### config.mk
export PLATFORM = sky130hd
export DESIGN_NAME = data_trace
export DESIGN_NICKNAME = d
export VERILOG_FILES = /design/src/hdl/data_trace_pkg.sv /design/src/hdl/range_match.sv /design/src/hdl/sync_counter.sv /design/src/hdl/data_trace.sv
export VERILOG_INCLUDE_DIRS = /design/src /design/src/hdl
export SDC_FILE = /design/constraint.sdc
export NUM_CORES = 1
export LEC_CHECK = 0
export BUFFER_PORTS_ARGS = -buffer_cell sky130_fd_sc_hd__buf_2
export CAP_MARGIN = 10
export CORE_AREA = 2 2 187 263
export CTS_CLUSTER_SIZE = 10
export DETAILED_ROUTE_END_ITERATION = 10
export DIE_AREA = 0 0 189 265
export GPL_TIMING_DRIVEN = 0
export PLACE_DENSITY = 0.73
export SLEW_MARGIN = 30
export SYNTH_ARGS = -nofsm -noshare
export SYNTH_HDL_FRONTEND = slang
export SYNTH_SLANG_ARGS = --single-unit
### constraint.sdc
create_clock -name pclk -period 4.3 [get_ports pclk]
set_clock_uncertainty 0.15 [all_clocks]
set_input_delay 0.645 -clock pclk [delete_from_list [all_inputs] [get_ports pclk]]
set_output_delay 0.645 -clock pclk [all_outputs]
set_load 0.01 [all_outputs]
### src/hdl/data_trace_params.svh
// Offsets, field positions, reset values and codes of the data trace block.
`ifndef DATA_TRACE_PARAMS_SVH
`define DATA_TRACE_PARAMS_SVH
`define OFS_CONTROL      12'h000
`define OFS_START_CH0    12'h004
`define OFS_END_CH0      12'h008
`define OFS_START_CH1    12'h00c
`define OFS_END_CH1      12'h010
`define OFS_TRACE_CFG    12'h014
`define OFS_STATUS       12'h018
`define CTL_TYPE0_HI     31
`define CTL_TYPE0_LO     30
`define CTL_TYPE1_HI     29
`define CTL_TYPE1_LO     28
`define CTL_WP1_BIT      1
`define CTL_WP0_BIT      0
`define CTL_WMASK        32'hf000_0003
`define CFG_ENABLE_BIT   0
`define CFG_EVTI_SYNC    1
`define CFG_WMASK        32'h0000_0003
`define REG_RESET        32'h0000_0000
`define TC_READ          6'h06
`define TC_READ_SYNC     6'h0e
`define TC_WRITE         6'h05
`define TC_WRITE_SYNC    6'h0d
`define TC_BITOP         6'h3a
`define TC_BITOP_SYNC    6'h3b
`define TC_ERROR         6'h08
`define ECODE_OVERRUN    5'h02
`define TC_WATCHPOINT    6'h38
`define SYNC_PERIOD      8'hff
`endif

### src/hdl/data_trace_pkg.sv
// Types shared by the data trace files.
package data_trace_pkg;
    typedef enum logic [1:0] {
        acc_read  = 2'b00,
        acc_write = 2'b01,
        acc_bitop = 2'b10
    } access_kind_type;
    typedef struct packed {
        logic            valid;
        access_kind_type kind;
        logic [31:0]     addr;
        logic [31:0]     data;
        logic [1:0]      size_code;
        logic [4:0]      bit_index;
        logic [1:0]      bit_op;
    } cpu_access_type;
    typedef struct packed {
        logic        valid;
        logic [5:0]  tcode;
        logic [31:0] addr;
        logic [31:0] data;
        logic [1:0]  size_code;
        logic [4:0]  bit_index;
        logic [1:0]  bit_op;
        logic [4:0]  ecode;
    } trace_msg_type;
    typedef struct packed {
        logic [1:0]  match;
    } match_type;
endpackage : data_trace_pkg

### src/hdl/range_match.sv
// Inclusive address range comparator for one trace channel.
`timescale 1ns/100ps
module range_match (
    // Range and access address.
    input  wire logic [31:0] start_addr,
    input  wire logic [31:0] end_addr,
    input  wire logic [31:0] addr,
    // Match result.
    output logic             hit
);
    // Empty when start exceeds end; single location when equal.
    assign hit = (start_addr <= end_addr) && (addr >= start_addr)
               && (addr <= end_addr);
endmodule : range_match

### src/hdl/sync_counter.sv
// Counter of compressed messages since the last synchronising one.
`timescale 1ns/100ps
`include "data_trace_params.svh"
module sync_counter (
    // Clock and reset.
    input  wire logic       pclk,
    input  wire logic       presetn,
    // Message events.
    input  wire logic       sent_plain,
    input  wire logic       sent_sync,
    // Expiry level.
    output logic            expired
);
    logic [7:0] count_r;
    logic [7:0] count_nxt;
    always_comb begin
        count_nxt = count_r;
        if (sent_sync) begin
            count_nxt = 8'h00;
        end else if (sent_plain && count_r != `SYNC_PERIOD) begin
            count_nxt = count_r + 8'h01;
        end
    end
    always_ff @(posedge pclk or negedge presetn) begin
        if (!presetn) begin
            count_r <= 8'h00;
        end else begin
            count_r <= count_nxt;
        end
    end
    assign expired = (count_r == `SYNC_PERIOD);
endmodule : sync_counter

### src/hdl/data_trace.sv
// Data trace channels, sync tracking and message builder with APB access.
//
// The register offsets and register access over APB were decided locally.
`timescale 1ns/100ps
`include "data_trace_params.svh"
//Function
//- Pending sync turns read into sync read
//- Reset exit makes sync pending
//- Enabling trace while running forces sync
//- Power-down exit makes sync pending
//- Event pin with select forces sync
//- Overrun sends error before next sync
//- After 255 compressed messages force sync
//- First read after debug exit syncs
//- Sync read: data, full address, size, 14
//- Bit operations in range make messages
//- Compressed bit op: relative address, 58
//- Bit op under sync conditions uses 59
//- Channel 0 type bits 31:30
//- Channel 1 type bits 29:28
//- Control bits 1:0 enable watchpoints
//- Inclusive start-to-end range per channel
//- Equal start and end: single location
//- Start above end never matches
//- Trace messages only while trace enable set; watchpoint messages and the sync after an error regardless
//- Enabled watchpoint emits message per match
//- Compressed read: relative address, tcode 6
module data_trace
    import data_trace_pkg::*;
(
    // Clock and reset.
    input  wire logic           pclk,
    input  wire logic           presetn,
    // APB slave.
    input  wire logic           psel,
    input  wire logic           penable,
    input  wire logic           pwrite,
    input  wire logic [11:0]    paddr,
    input  wire logic [31:0]    pwdata,
    output logic      [31:0]    prdata,
    output logic                pready,
    output logic                pslverr,
    // Processor status and events.
    input  wire cpu_access_type cpu_access,
    input  wire logic           cpu_running,
    input  wire logic           powerdown_exit,
    input  wire logic           debug_exit,
    input  wire logic           event_in,
    input  wire logic           overrun,
    input  wire logic           wp_trace_on,
    input  wire logic           wp_trace_off,
    // Trace output.
    output trace_msg_type       trace_msg,
    output logic                watchpoint_msg,
    output logic      [1:0]     watchpoint_ch
);
    typedef struct packed {
        logic [31:0]   control;
        logic [31:0]   start0;
        logic [31:0]   end0;
        logic [31:0]   start1;
        logic [31:0]   end1;
        logic [1:0]    cfg;
        logic          sync_pend;
        logic          overrun_pend;
        logic          err_sent;
        logic [31:0]   prev_addr;
        cpu_access_type held;
        logic          held_sync;
        trace_msg_type msg;
        logic          wp_msg;
        logic [1:0]    wp_ch;
        logic [31:0]   rdata;
        logic          ready;
        logic          slverr;
    } state_type;

    state_type st_r;
    state_type st_nxt;
    logic      hit0;
    logic      hit1;
    logic      expired;
    logic      sent_plain;
    logic      sent_sync;

    range_match u_match0 (
        .start_addr (st_r.start0),
        .end_addr   (st_r.end0),
        .addr       (cpu_access.addr),
        .hit        (hit0)
    );
    range_match u_match1 (
        .start_addr (st_r.start1),
        .end_addr   (st_r.end1),
        .addr       (cpu_access.addr),
        .hit        (hit1)
    );
    sync_counter u_count (
        .pclk       (pclk),
        .presetn    (presetn),
        .sent_plain (sent_plain),
        .sent_sync  (sent_sync),
        .expired    (expired)
    );

    // Decides if a channel traces this kind of access.
    function automatic logic kind_on(input logic [1:0] rw,
                                     input access_kind_type k);
        kind_on = (k == acc_read) ? rw[0] : rw[1];
    endfunction : kind_on

    logic [1:0] type0;
    logic [1:0] type1;
    logic       trace_hit;
    logic       acc_now;
    logic       bus_acc;
    assign type0 = st_r.control[`CTL_TYPE0_HI:`CTL_TYPE0_LO];
    assign type1 = st_r.control[`CTL_TYPE1_HI:`CTL_TYPE1_LO];
    assign trace_hit = (hit0 && kind_on(type0, cpu_access.kind))
                     || (hit1 && kind_on(type1, cpu_access.kind));
    assign acc_now = cpu_access.valid && trace_hit
                   && st_r.cfg[`CFG_ENABLE_BIT];
    assign bus_acc = psel && penable;
    assign sent_plain = st_nxt.msg.valid
        && (st_nxt.msg.tcode == `TC_READ || st_nxt.msg.tcode == `TC_WRITE
        || st_nxt.msg.tcode == `TC_BITOP);
    assign sent_sync = st_nxt.msg.valid
        && (st_nxt.msg.tcode == `TC_READ_SYNC
        || st_nxt.msg.tcode == `TC_WRITE_SYNC
        || st_nxt.msg.tcode == `TC_BITOP_SYNC);

    always_comb begin
        logic       sync_now;
        logic [1:0] cfg_w;
        sync_now = 1'b0;
        cfg_w = 2'b00;
        st_nxt = st_r;
        st_nxt.msg.valid = 1'b0;
        st_nxt.wp_msg = 1'b0;
        st_nxt.wp_ch = 2'b00;
        st_nxt.ready = 1'b0;
        st_nxt.slverr = 1'b0;
        // Register access; one wait state before pready.
        if (bus_acc && !st_r.ready) begin
            st_nxt.ready = 1'b1;
            st_nxt.rdata = 32'h0000_0000;
            case (paddr)
                `OFS_CONTROL: begin
                    st_nxt.rdata = st_r.control;
                    if (pwrite) begin
                        st_nxt.control = pwdata & `CTL_WMASK;
                    end
                end
                `OFS_START_CH0: begin
                    st_nxt.rdata = st_r.start0;
                    if (pwrite) begin
                        st_nxt.start0 = pwdata;
                    end
                end
                `OFS_END_CH0: begin
                    st_nxt.rdata = st_r.end0;
                    if (pwrite) begin
                        st_nxt.end0 = pwdata;
                    end
                end
                `OFS_START_CH1: begin
                    st_nxt.rdata = st_r.start1;
                    if (pwrite) begin
                        st_nxt.start1 = pwdata;
                    end
                end
                `OFS_END_CH1: begin
                    st_nxt.rdata = st_r.end1;
                    if (pwrite) begin
                        st_nxt.end1 = pwdata;
                    end
                end
                `OFS_TRACE_CFG: begin
                    st_nxt.rdata = {30'h0000_0000, st_r.cfg};
                    if (pwrite) begin
                        cfg_w = pwdata[1:0];
                        st_nxt.cfg = cfg_w;
                        if (cfg_w[`CFG_ENABLE_BIT]
                            && !st_r.cfg[`CFG_ENABLE_BIT]
                            && cpu_running) begin
                            st_nxt.sync_pend = 1'b1;
                        end
                    end
                end
                `OFS_STATUS: begin
                    st_nxt.rdata = {29'h0000_0000, expired,
                                    st_r.overrun_pend, st_r.sync_pend};
                end
                default: begin
                    st_nxt.slverr = 1'b1;
                end
            endcase
        end
        // Watchpoint triggers switch trace enable automatically.
        if (wp_trace_on && !st_nxt.cfg[`CFG_ENABLE_BIT]) begin
            st_nxt.cfg[`CFG_ENABLE_BIT] = 1'b1;
            if (cpu_running) begin
                st_nxt.sync_pend = 1'b1;
            end
        end else if (wp_trace_off) begin
            st_nxt.cfg[`CFG_ENABLE_BIT] = 1'b0;
        end
        // Sync causes; a new event wins over the clear below.
        if (st_r.err_sent) begin
            st_nxt.err_sent = 1'b0;
            st_nxt.msg.valid = 1'b1;
            st_nxt.msg.ecode = 5'h00;
            st_nxt.msg.data = st_r.held.data;
            st_nxt.msg.addr = st_r.held.addr;
            st_nxt.msg.size_code = st_r.held.size_code;
            st_nxt.msg.bit_index = st_r.held.bit_index;
            st_nxt.msg.bit_op = st_r.held.bit_op;
            case (st_r.held.kind)
                acc_read:  st_nxt.msg.tcode = `TC_READ_SYNC;
                acc_write: st_nxt.msg.tcode = `TC_WRITE_SYNC;
                default:   st_nxt.msg.tcode = `TC_BITOP_SYNC;
            endcase
            st_nxt.prev_addr = st_r.held.addr;
        end else if (acc_now) begin
            sync_now = st_r.sync_pend || st_r.overrun_pend
                     || expired;
            st_nxt.sync_pend = 1'b0;
            st_nxt.prev_addr = cpu_access.addr;
            if (st_r.overrun_pend) begin
                st_nxt.overrun_pend = 1'b0;
                st_nxt.err_sent = 1'b1;
                st_nxt.held = cpu_access;
                st_nxt.msg.valid = 1'b1;
                st_nxt.msg.tcode = `TC_ERROR;
                st_nxt.msg.ecode = `ECODE_OVERRUN;
            end else begin
                st_nxt.msg.valid = 1'b1;
                st_nxt.msg.ecode = 5'h00;
                st_nxt.msg.data = cpu_access.data;
                st_nxt.msg.size_code = cpu_access.size_code;
                st_nxt.msg.bit_index = cpu_access.bit_index;
                st_nxt.msg.bit_op = cpu_access.bit_op;
                st_nxt.msg.addr = sync_now ? cpu_access.addr
                    : (cpu_access.addr ^ st_r.prev_addr);
                case (cpu_access.kind)
                    acc_read: st_nxt.msg.tcode = sync_now
                        ? `TC_READ_SYNC : `TC_READ;
                    acc_write: st_nxt.msg.tcode = sync_now
                        ? `TC_WRITE_SYNC : `TC_WRITE;
                    default: st_nxt.msg.tcode = sync_now
                        ? `TC_BITOP_SYNC : `TC_BITOP;
                endcase
            end
        end
        if (powerdown_exit || debug_exit) begin
            st_nxt.sync_pend = 1'b1;
        end
        if (event_in && st_r.cfg[`CFG_EVTI_SYNC]) begin
            st_nxt.sync_pend = 1'b1;
        end
        if (overrun) begin
            st_nxt.overrun_pend = 1'b1;
        end
        // Watchpoint hits on any matching access to a channel whose control watchpoint bit is set.
        if (cpu_access.valid) begin
            st_nxt.wp_ch[0] = hit0 && st_r.control[`CTL_WP0_BIT];
            st_nxt.wp_ch[1] = hit1 && st_r.control[`CTL_WP1_BIT];
            st_nxt.wp_msg = st_nxt.wp_ch[0] || st_nxt.wp_ch[1];
        end
    end

    always_ff @(posedge pclk or negedge presetn) begin
        if (!presetn) begin
            st_r <= '0;
            st_r.sync_pend <= 1'b1;
        end else begin
            st_r <= st_nxt;
        end
    end

    assign prdata = st_r.rdata;
    assign pready = st_r.ready;
    assign pslverr = st_r.slverr;
    assign trace_msg = st_r.msg;
    assign watchpoint_msg = st_r.wp_msg;
    assign watchpoint_ch = st_r.wp_ch;

    a_read_sync: assert property (
        @(posedge pclk) disable iff (!presetn)
        acc_now && !st_r.overrun_pend && !st_r.err_sent && st_r.sync_pend
        && cpu_access.kind == acc_read
        |=> trace_msg.tcode == 6'h0e) else $error("no sync read");
    a_reset_sync: assert property (
        @(posedge pclk) $rose(presetn) |-> st_r.sync_pend)
        else $error("no sync after reset");
    a_error_first: assert property (
        @(posedge pclk) disable iff (!presetn)
        trace_msg.valid && trace_msg.tcode == 6'h08 |=> trace_msg.valid
        && trace_msg.tcode inside {6'h0e, 6'h0d, 6'h3b})
        else $error("error not followed by sync");
    a_bitop_plain: assert property (
        @(posedge pclk) disable iff (!presetn)
        acc_now && !st_r.sync_pend && !st_r.overrun_pend && !expired
        && !st_r.err_sent && cpu_access.kind == acc_bitop
        |=> trace_msg.tcode == 6'h3a) else $error("bad bitop code");
    a_enable_gate: assert property (
        @(posedge pclk) disable iff (!presetn)
        !st_r.cfg[0] && !st_r.err_sent |=> !trace_msg.valid)
        else $error("trace while disabled");
    a_wp_hit: assert property (
        @(posedge pclk) disable iff (!presetn)
        cpu_access.valid && hit0 && st_r.control[0] |=> watchpoint_msg)
        else $error("missing watchpoint");
    a_evti_sync: assert property (
        @(posedge pclk) disable iff (!presetn)
        event_in && st_r.cfg[1] && !acc_now |=> st_r.sync_pend)
        else $error("event sync lost");
    a_empty_range: assert property (
        @(posedge pclk) disable iff (!presetn)
        st_r.start0 > st_r.end0 |-> !hit0)
        else $error("empty range hit");
    a_bitop_sync: assert property (
        @(posedge pclk) disable iff (!presetn)
        acc_now && !st_r.overrun_pend && !st_r.err_sent && st_r.sync_pend
        && cpu_access.kind == acc_bitop
        |=> trace_msg.tcode == 6'h3b) else $error("no sync bitop");
    a_read_plain: assert property (
        @(posedge pclk) disable iff (!presetn)
        acc_now && !st_r.sync_pend && !st_r.overrun_pend && !expired
        && !st_r.err_sent && cpu_access.kind == acc_read
        |=> trace_msg.tcode == 6'h06 && trace_msg.addr
        == $past(cpu_access.addr ^ st_r.prev_addr)) else $error("bad read");
    a_count_sync: assert property (
        @(posedge pclk) disable iff (!presetn)
        acc_now && expired && !st_r.overrun_pend && !st_r.err_sent
        && cpu_access.kind == acc_read
        |=> trace_msg.tcode == 6'h0e) else $error("count sync missed");
    a_exit_sync: assert property (
        @(posedge pclk) disable iff (!presetn)
        powerdown_exit || debug_exit |=> st_r.sync_pend)
        else $error("exit sync lost");
    a_overrun_err: assert property (
        @(posedge pclk) disable iff (!presetn)
        acc_now && st_r.overrun_pend && !st_r.err_sent
        |=> trace_msg.valid && trace_msg.tcode == 6'h08
        && trace_msg.ecode == 5'h02) else $error("no overrun error");
    a_enable_sync: assert property (
        @(posedge pclk) disable iff (!presetn)
        bus_acc && !st_r.ready && pwrite && paddr == `OFS_TRACE_CFG
        && pwdata[0] && !st_r.cfg[0] && cpu_running |=> st_r.sync_pend)
        else $error("enable sync lost");
    c_sync_read: cover property (@(posedge pclk)
        trace_msg.valid && trace_msg.tcode == 6'h0e);
    c_bitop_sync: cover property (@(posedge pclk)
        trace_msg.valid && trace_msg.tcode == 6'h3b);
    c_error: cover property (@(posedge pclk)
        trace_msg.valid && trace_msg.tcode == 6'h08);
endmodule : data_trace

# Word-level counts from Yosys, hierarchy flattened
# Index checks and enable logic that the tools add are counted.
# Widths: inputs -> output; s select.
[classes] n_addsub=1 magnitude_cmp=6 n_eq_ne=18 n_mux=35 bitwise_logic=2 reduce_logical=47
[ops] operator="$pmux 32 s7" count=1
[ops] operator="$mux 85" count=2
[ops] operator="$le 32x32->1" count=4
[ops] operator="$mux 111" count=1
[ops] operator="$mux 76" count=1
[ops] operator="$mux 73" count=1
[ops] operator="$ge 32x32->1" count=2
[ops] operator="$eq 12x5->1 const B" count=3
[ops] operator="$mux 33" count=1
[ops] operator="$mux 32" count=1
[ops] operator="$xor 32x32->32" count=1
[ops] operator="$eq 12x4->1 const B" count=2
[ops] operator="$pmux 6 s2" count=2
[ops] operator="$reduce_and 3->1" count=7
[ops] operator="$logic_and 1x1->1" count=19
[ops] operator="$mux 8" count=2
[ops] operator="$mux 1" count=13
[ops] operator="$eq 12x3->1 const B" count=1
[ops] operator="$eq 6x3->1 const B" count=2
[ops] operator="$eq 6x4->1 const B" count=2
[ops] operator="$eq 6x6->1 const B" count=2
[ops] operator="$logic_not 12->1" count=1
[ops] operator="$mux 2" count=6
[ops] operator="$logic_or 1x1->1" count=9
[ops] operator="14 further kinds" count=23
[word_totals] register_bits=377 inputBits=132 output_inout_bits=122 wordCells=141

# Longest topological paths before layout
# Gate-level depths: netlist (run 1).
[depth] ltp_word=16 mapped_depth=16 depth_no_buf=14

# By module
# From an unflattened synthesis (run 1), not the netlist that was laid out.
[hier_totals] hier_cells=2024 hier_area_um2=21823.4
[by_module_without_submodules] mod="data_trace" instances=1 cells_per_inst=1363 area_each_um2=16642.2 seq_area_each_um2=9110.0
[by_module_without_submodules] mod="range_match" instances=2 cells_per_inst=307 area_each_um2=2353.5 seq_area_each_um2=0.0
[by_module_without_submodules] mod="sync_counter" instances=1 cells_per_inst=47 area_each_um2=474.2 seq_area_each_um2=200.2

# Worst setup path after synthesis (run 1)
# OpenSTA, ideal clock, no wires.
[synth_timing] path_kind="input-to-reg" from="input port cpu_access[48] in the netlist's numbering" to="register st_r[157] in the netlist's numbering" setup_ns=0.125 arrival_ns=3.899 required_time_ns=4.025 setup_slack_ns=0.127 path_stages=13 n_path_buf=3 path_cell_list="ha_1 > a21oi_1 > o21ai_1 > a221o_1 > o31ai_2 > o311ai_1 > or4_4 > a21o_4 > clkbuf_1 > nor3_1 > buf_2 > buf_2 > mux2_2"
[synth_via] elab_chain_cells=8 elab_cells_between_ends=14 cone_classes="4 x order compare; 10 x reduce/logical"
[synth_lines] item="from (decl)" line_no="data_trace.sv:44" text="input wire cpu_access_type cpu_access,"
[synth_lines] item="$ge 32x32->1" line_no="range_match.sv:12" text="assign hit = (start_addr <= end_addr) && (addr >= start_addr)"
[synth_lines] item="$logic_and 1x1->1" line_no="range_match.sv:12"
[synth_lines] item="$logic_and 1x1->1" line_no="range_match.sv:13" text="&& (addr <= end_addr);"
[synth_lines] item="$logic_and 1x1->1, on equally long branches" line_no="data_trace.sv:119, data_trace.sv:120"
[synth_lines] item="$logic_or 1x1->1 *" line_no="data_trace.sv:120" text="|| (hit1 && kind_on(type1, cpu_access.kind));"
[synth_lines] item="$logic_and 1x1->1 * (2 in a row)" line_no="data_trace.sv:121" text="assign acc_now = cpu_access.valid && trace_hit"
[synth_lines] item="$reduce_and 3->1 (no source line) *"
[synth_lines] item="to (signal assigned)" line_no="data_trace.sv:277" text="st_r <= st_nxt;"
[synth_lines] item="to (decl)" line_no="data_trace.sv:78" text="state_type st_r;"
# Mark *: on every way between the ends. The rest lies on a longest branch, timed or not.
# A chain may end at the register's enable or synchronous reset.

# Worst setup path in the final report (run 1)
[layout_timing] from="register st_r[287] in the netlist's numbering" to="register u_count.count_r[2]"
[layout_via] elab_chain_cells=15 elab_cells_between_ends=25 cone_classes="2 x order compare; 6 x eq/ne; 3 x mux; 14 x reduce/logical"
[layout_lines] item="$le 32x32->1 or $ge 32x32->1 (tied branches)" line_no="range_match.sv:12"
[layout_lines] item="$logic_and 1x1->1 *" line_no="range_match.sv:12"
[layout_lines] item="$logic_and 1x1->1 *" line_no="range_match.sv:13"
[layout_lines] item="$logic_and 1x1->1 *" line_no="data_trace.sv:120"
[layout_lines] item="$logic_or 1x1->1 *" line_no="data_trace.sv:120"
[layout_lines] item="$logic_and 1x1->1 * (2 in a row)" line_no="data_trace.sv:121"
[layout_lines] item="$mux 85 *" line_no="data_trace.sv:224" text="end else if (acc_now) begin"
[layout_lines] item="$mux 85 *" line_no="data_trace.sv:209" text="if (st_r.err_sent) begin"
[layout_lines] item="$eq 6x3->1 (no source line)"
[layout_lines] item="$logic_or 1x1->1 (no source line) (2 in a row)"
[layout_lines] item="$logic_and 1x1->1" line_no="data_trace.sv:124" text="assign sent_plain = st_nxt.msg.valid"
[layout_lines] item="$logic_and 1x1->1 (no source line)"
[layout_lines] item="$reduce_bool 2->1 (no source line)"
[layout_lines] item="to (signal assigned)" line_no="sync_counter.sv:28" text="count_r <= count_nxt;"
[layout_lines] item="to (decl)" line_no="sync_counter.sv:14" text="logic [7:0] count_r;"
# Mark *: on every way between the ends. The rest lies on a longest branch, timed or not. The select of a mux whose other input is x is not followed.

==> results.tsv, run 1 <==
metric	value	unit
vias in the first global route	18200	
violated checks	negative setup slack	
Seq/Total Area, Yosys	0.437	
Syn Std Cell Area	21300	um^2
RSZ-0062 raised after global routing	true	
Synth top cells by count	371 x dfrtp_1, 339 x nand2_1, 312 x o21ai_0, 193 x ha_1, 140 x inv_1	
hold endpoint	st_r[232]	
via count	18000	
Worst Setup Start Kind	flip-flop	
max_cap viols	0	
max frequency	0.227	GHz
Post-synth EDFFs	0	
Initial Util	0.447	
total track usage	0.260	
Fin. Hold Viols	0	
final wirelength	66400	um
WP data required	4.63	ns
hold path startpoint	overrun	
Setup Viol. Count Final	76	
period utilization	1.02	
initial antenna violation count	11	
r2r worst-path depth	15	
most frequent cell after synthesis	dfrtp_1	
clock-pin slew on the worst setup and hold paths	0.06	ns
synth top area cells	dfrtp_1 44%, ha_1 11%, o21ai_0 7.3%	
gpl congestion	0.963	
Die Area	50100	um^2
CTS tree	built	
largest net degree at the start of global routing	88	
Synth Instances	2188	
core area	47700	um^2
nets	2850	
fin area	25600	um^2
clock latency on the worst-skew pair	0.57	ns
Synth Register Bits	372	
ys flop type	dfrtp_1	
CP max FO	5	
VDD IR-drop max	254	uV
Area after DPL	23500	um^2
1st-iter DRT viols	1182	
DR DRC count	0	
io pins	254	
1st-pass router iterations	6	
asr flop ratio synth	1.00	
r2r setup slk	-0.11	ns
CP Capture Type	flip-flop	
cts bufs inserted	44	
Syn Area/Cell	9.74	um^2
layout cells sized above 1	0.273	
first-pass GRT wire length	101000	um
Area Growth Syn to Fin	20.1	%
post-detail-place hpwl	50300	um
post-DR wirelength/cell	20.9	um
Slew @ Worst Pin	1.02	ns
DP Cell Count	3074	
Pleak	11.7	nW
row cnt	95	
RR Endpoint	u_count.count_r[2]	
H-tree levels	2	
Pwr per Cell Area	287	nW/um^2
Setup Crit Path Kind	reg2reg	
max-slew violations	0	
crit path time final	4.41	ns
leading area contributor after synthesis	dfrtp_1	
setup ws final	-0.105	ns
die width	189	um
clk root buf	clkbuf_16	
vias per cell	5.65	
Die Height	265	um
synth warn	0	
Hold Path Cell Cnt	2	
DRT antenna net count	0	
relative slew slack	0.318	
R2R Path Start	st_r[287]	
Netlist cell types	71	
Congestion Overflow GR	0	
Hold Path Class	in2reg	
clk buf depth	3	
Port Buf Inserts	248	
final setup TNS	-2.63	ns
status	finished with violations	
CTS Sinks	372	
WP data arrival	4.74	ns
final cell count without fillers	3182	
top cell type's share of synthesized area	0.436	
[worst max-delay path: stages (launching register included)]
cell      delay, ns
dfrtp_1        0.44
inv_2          0.07
ha_4           0.28
nand4_1        0.15
nor4_2         0.48
o21ai_1        0.16
a41oi_2        0.27
o311ai_4       0.14
or4_4          0.49
a21o_4         0.27
mux2_4         0.30
or4b_4         0.50
o21ai_4        0.23
buf_4          0.18
a21oi_2        0.06
o22ai_1        0.14
[layout make-up]
type	count	area, um^2
fill	4295	22100
multi-input combinational	1461	10700
sequential	372	9320
timing repair buffer	288	1640
buffer	217	1340
clock buffer	57	1150
tap	630	788
inverter	141	533
clock inverter	6	63.8
antenna	10	25.0
[state kept, by name, indices dropped and copies added, names as in the netlist]
name	count
st_r	246
prdata	32
watchpoint_msg	1
u_count.count_r	8
watchpoint_ch	2
pready	1
trace_msg	81
pslverr	1
[worst max-delay path by stage]
stage                   start                 end  cells past startpoint
2_1_floorplan  cpu_access[48]           st_r[157]                     13
3_3_place_gp          presetn    watchpoint_ch[0]                      1
3_5_place_dp   cpu_access[52]           st_r[162]                     14
4_1_cts             st_r[349]  u_count.count_r[3]                     15
5_1_grt             st_r[285]  u_count.count_r[7]                     15
6_report            st_r[287]  u_count.count_r[2]                     15
[metal layers]
| metal | vias to the layer above | track usage | routed length [um] |
|---|---|---|---|
| met2 | 733 | 0.445 | 32500 |
| li1 | 8232 | - | - |
| met1 | 8815 | 0.307 | 25900 |
| met5 | - | 0 | 14 |
| met3 | 210 | 0.0360 | 3940 |
| met4 | 2 | 0.160 | 4100 |
[stage by stage]
step	util	hold slack (ns)	setup WS (ns)	power, W
final	0.537	0.160	-0.105	0.00733
after global routing	0.537	0.153	-0.225	0.00757
after CTS	0.523	0.131	0.00198	0.00737
after detailed placement	0.493	0.316	-1.63	0.00403
after global placement	0.490	0.305	-4.75	0.00400
after floorplan	-	0.199	0.127	0.00374
[kinds of logic after synthesis]
logic type | synth area share
AO/OA/AOI/OAI | 0.142
AND/OR/NAND/NOR | 0.106
flip-flops | 0.437
buffers and inverters | 0.0855
multiplexers | 0.103
adder cells (fa/ha/maj) | 0.113
XOR/XNOR | 0.0132
other | 0.000176
[layout by cell type, fill, tap and decap left out, types with 15 or more instances in the layout]
master / n
dfrtp_1: 365
nand2_1: 337
o21ai_0: 311
buf_2: 254
ha_1: 176
buf_4: 162
inv_1: 119
mux2_2: 118
clkbuf_1: 87
mux2i_1: 85
a21oi_1: 77
clkbuf_16: 44
nand4_1: 38
xor2_1: 31
nand3_1: 30
a21o_1: 25
nor2_1: 25
a222oi_1: 25
inv_2: 20
ha_4: 17
nor2b_1: 15
[repair_timing]
item / CTS / global route
buffers inserted: 7 / 26
pin swaps: 12 / 25
hold endpoints to repair: 59 / 0
hold buffers: 1 / 0
setup endpoints to repair: 188 / 84
cloned: 0 / 1
gates resized for setup: 42 / 86
[power by group]
part / internal, W / total (W) / switching, W / leakage (nW)
registers: 0.00352 / 0.00353 / 0.0000104 / 4.11
clock network: 0.00187 / 0.00334 / 0.00147 / 0.591
logic: 0.000157 / 0.000464 / 0.000307 / 7.02
total: 0.00554 / 0.00733 / 0.00179 / 11.7
No activity file was read; power rests on OpenSTA's default activity.
==> run 2, diff against run 1 <==
Settings changed: REMOVE_ABC_BUFFERS set to 1.
==> run 2 against run 1 <==
  * The run still ends with negative setup slack left
  * Non-clock buffer count is 181 lower
  * Sequential power hardly changed
  * Worst hold slack got worse by 0.0011 ns
  * Combinational power down 9.9%
  * Critical path type unchanged
  * Critical endpoint unchanged
  * Largest power group unchanged
==> results.tsv, run 2 (synthesized netlist as in run 1, its figures left out) <==
metric	value	unit	change
Port Buf Inserts	249		+0.40%
Congestion Overflow GR	0		unchanged
Fin. Hold Viols	0		unchanged
clock latency on the worst-skew pair	0.56	ns	about the same
Pint	0.00564	W	+1.7%
r2r setup slk	-0.06	ns	+0.04 ns
Slew @ Worst Pin	0.922	ns	-0.101 ns
Die Area	50100	um^2	unchanged
violated checks	negative setup slack		
first-pass GRT wire length	94300	um	-6.7%
initial antenna violation count	10		-1
Hold Path Class	in2reg		
largest net degree at the start of global routing	91		+3.4%
total track usage	0.237		-0.0222
clk buf depth	3		unchanged
DRT antenna net count	0		unchanged
DP Cell Count	2909		-5.4%
combinational share of power	0.057		-0.006
setup ws final	-0.0603	ns	+0.0448 ns
1st-iter DRT viols	1034		-13%
row cnt	95		unchanged
status	finished with violations		
Pleak	11.3	nW	-3.6%
Filler Cells Inserted	4238		-1.3%
vias per cell	5.59		-1.1%
crit path time final	4.36	ns	-0.0448 ns
max-slew violations	0		unchanged
WP data arrival	4.64	ns	-0.10 ns
Sw Ratio	0.232		-0.0119
nets	2670		-6.3%
Initial Util	0.447		unchanged
1st-pass router iterations	7		+1
Design Power	0.00734	W	+0.12%
H-tree levels	2		unchanged
post-DR wirelength/cell	19.8	um	-5.1%
Die Height	265	um	unchanged
max frequency	0.229	GHz	+1.0%
Largest register FFs	246		unchanged
commonest non-fill, non-tap cell in the layout	dfrtp_1		
final wirelength	59300	um	-11%
Clock power frac	0.462		+0.007
CP max FO	7		+2
period utilization	1.01		-0.0104
VDD IR-drop max	278	uV	+9.6%
Area after DPL	22900	um^2	-2.3%
Worst Setup Start Kind	flip-flop		
final setup TNS	-0.143	ns	+2.48 ns
Pwr per Cell Area	297	nW/um^2	+3.7%
clock-pin slew on the worst setup and hold paths	0.06	ns	about the same
Seq pwr share	0.481		about the same
clk root buf	clkbuf_16		
Psw	0.00171	W	-4.8%
Setup Viol. Count Final	5		-93%
Setup Crit Path Kind	reg2reg		
final cell count without fillers	2994		-5.9%
CP Capture Type	flip-flop		
RSZ-0062 raised after global routing	true		
Reg with most FFs	st_r		
DR DRC count	0		unchanged
io pins	254		unchanged
gpl congestion	0.901		-6.4%
via count	16700		-6.9%
post-detail-place hpwl	44400	um	-12%
CTS Sinks	372		unchanged
die width	189	um	unchanged
relative slew slack	0.370		+0.0516
layout cells sized above 1	0.236		-0.0372
core area	47700	um^2	unchanged
Area Growth Syn to Fin	16.0	%	
cts bufs inserted	44		unchanged
most frequent cells in the layout	370 x dfrtp_1, 339 x nand2_1, 312 x o21ai_0		
vias in the first global route	17400		-4.2%
WP data required	4.58	ns	-0.05 ns
CTS tree	built		
fin area	24700	um^2	-3.4%
max_cap viols	0		unchanged
==> run 2: what timing repair did <==
action,in CTS,in global routing
buffers inserted,17,10
cloned,1,0
pin swaps,19,13
gates resized for setup,43,20
endpoints found under the hold margin,31,0
hold buffers,1,0
endpoints found under the setup margin,171,41
==> run 2: per-stage QoR <==
| stage | worst slack, ns | hold slack [ns] | utilization |
|---|---|---|---|
| global placement | -14.67 | 0.304 | 0.463 |
| floorplan | -7.41 | 0.199 | - |
| CTS | -0.0124 | 0.128 | 0.514 |
| global route | -0.134 | 0.158 | 0.518 |
| detailed placement | -1.86 | 0.318 | 0.481 |
| finish | -0.0603 | 0.158 | 0.518 |
==> run 2: path summary, 6_finish.rpt <==
check | start | to | cells after the start
setup / recovery | st_r[296] | u_count.count_r[2] | 17
hold / removal | debug_exit | st_r[233] | 3
max in group asynchronous | presetn | st_r[194] | 4
hold reg to reg | prdata[29] | prdata[29] | 2
setup reg to reg | st_r[296] | u_count.count_r[2] | 17
min in group asynchronous | presetn | st_r[307] | 2
==> run 2: power groups by stage <==
stage | sequential, W | clock, W | combinational, W
after floorplan | 0.00359 | 0 | 0.000129
after global placement | 0.00359 | 0 | 0.000375
after detailed placement | 0.00359 | 0 | 0.000404
after CTS | 0.00353 | 0.00348 | 0.000418
after global routing | 0.00353 | 0.00361 | 0.000468
final | 0.00353 | 0.00339 | 0.000418
==> run 2: area by class of cell <==
type	count	area [um^2]	share of cell area
antenna	6	15.0	0.000608
sequential	372	9310	0.377
clock buffer	53	1140	0.0463
multi-input combinational	1462	10600	0.429
tap	630	788	0.0319
timing repair buffer	324	2210	0.0896
clock inverter	6	95.1	0.00385
inverter	141	533	0.0216
==> run 2: critical path, cell delays in order, from the launching register on <==
cell and delay, ns:
dfrtp_1 0.41, inv_1 0.07, ha_1 0.29, nand4_1 0.24, nor4_4 0.36, o21ai_1 0.13, a41oi_2 0.34, o311ai_4 0.14
or4_4 0.45, a21o_4 0.26, buf_4 0.18, a211oi_4 0.29, mux2i_2 0.23, buf_4 0.15, o21ai_4 0.07, buf_12 0.16
a21oi_1 0.19, o22ai_2 0.11
==> run 2: layer usage <==
metal  up-vias  share of wire  track usage
met3       133          0.056       0.0375
li1       7864              -            -
met2       528           0.51        0.420
met1      8208           0.40        0.289
met4        12          0.036       0.0918
met5         -         0.0013            0
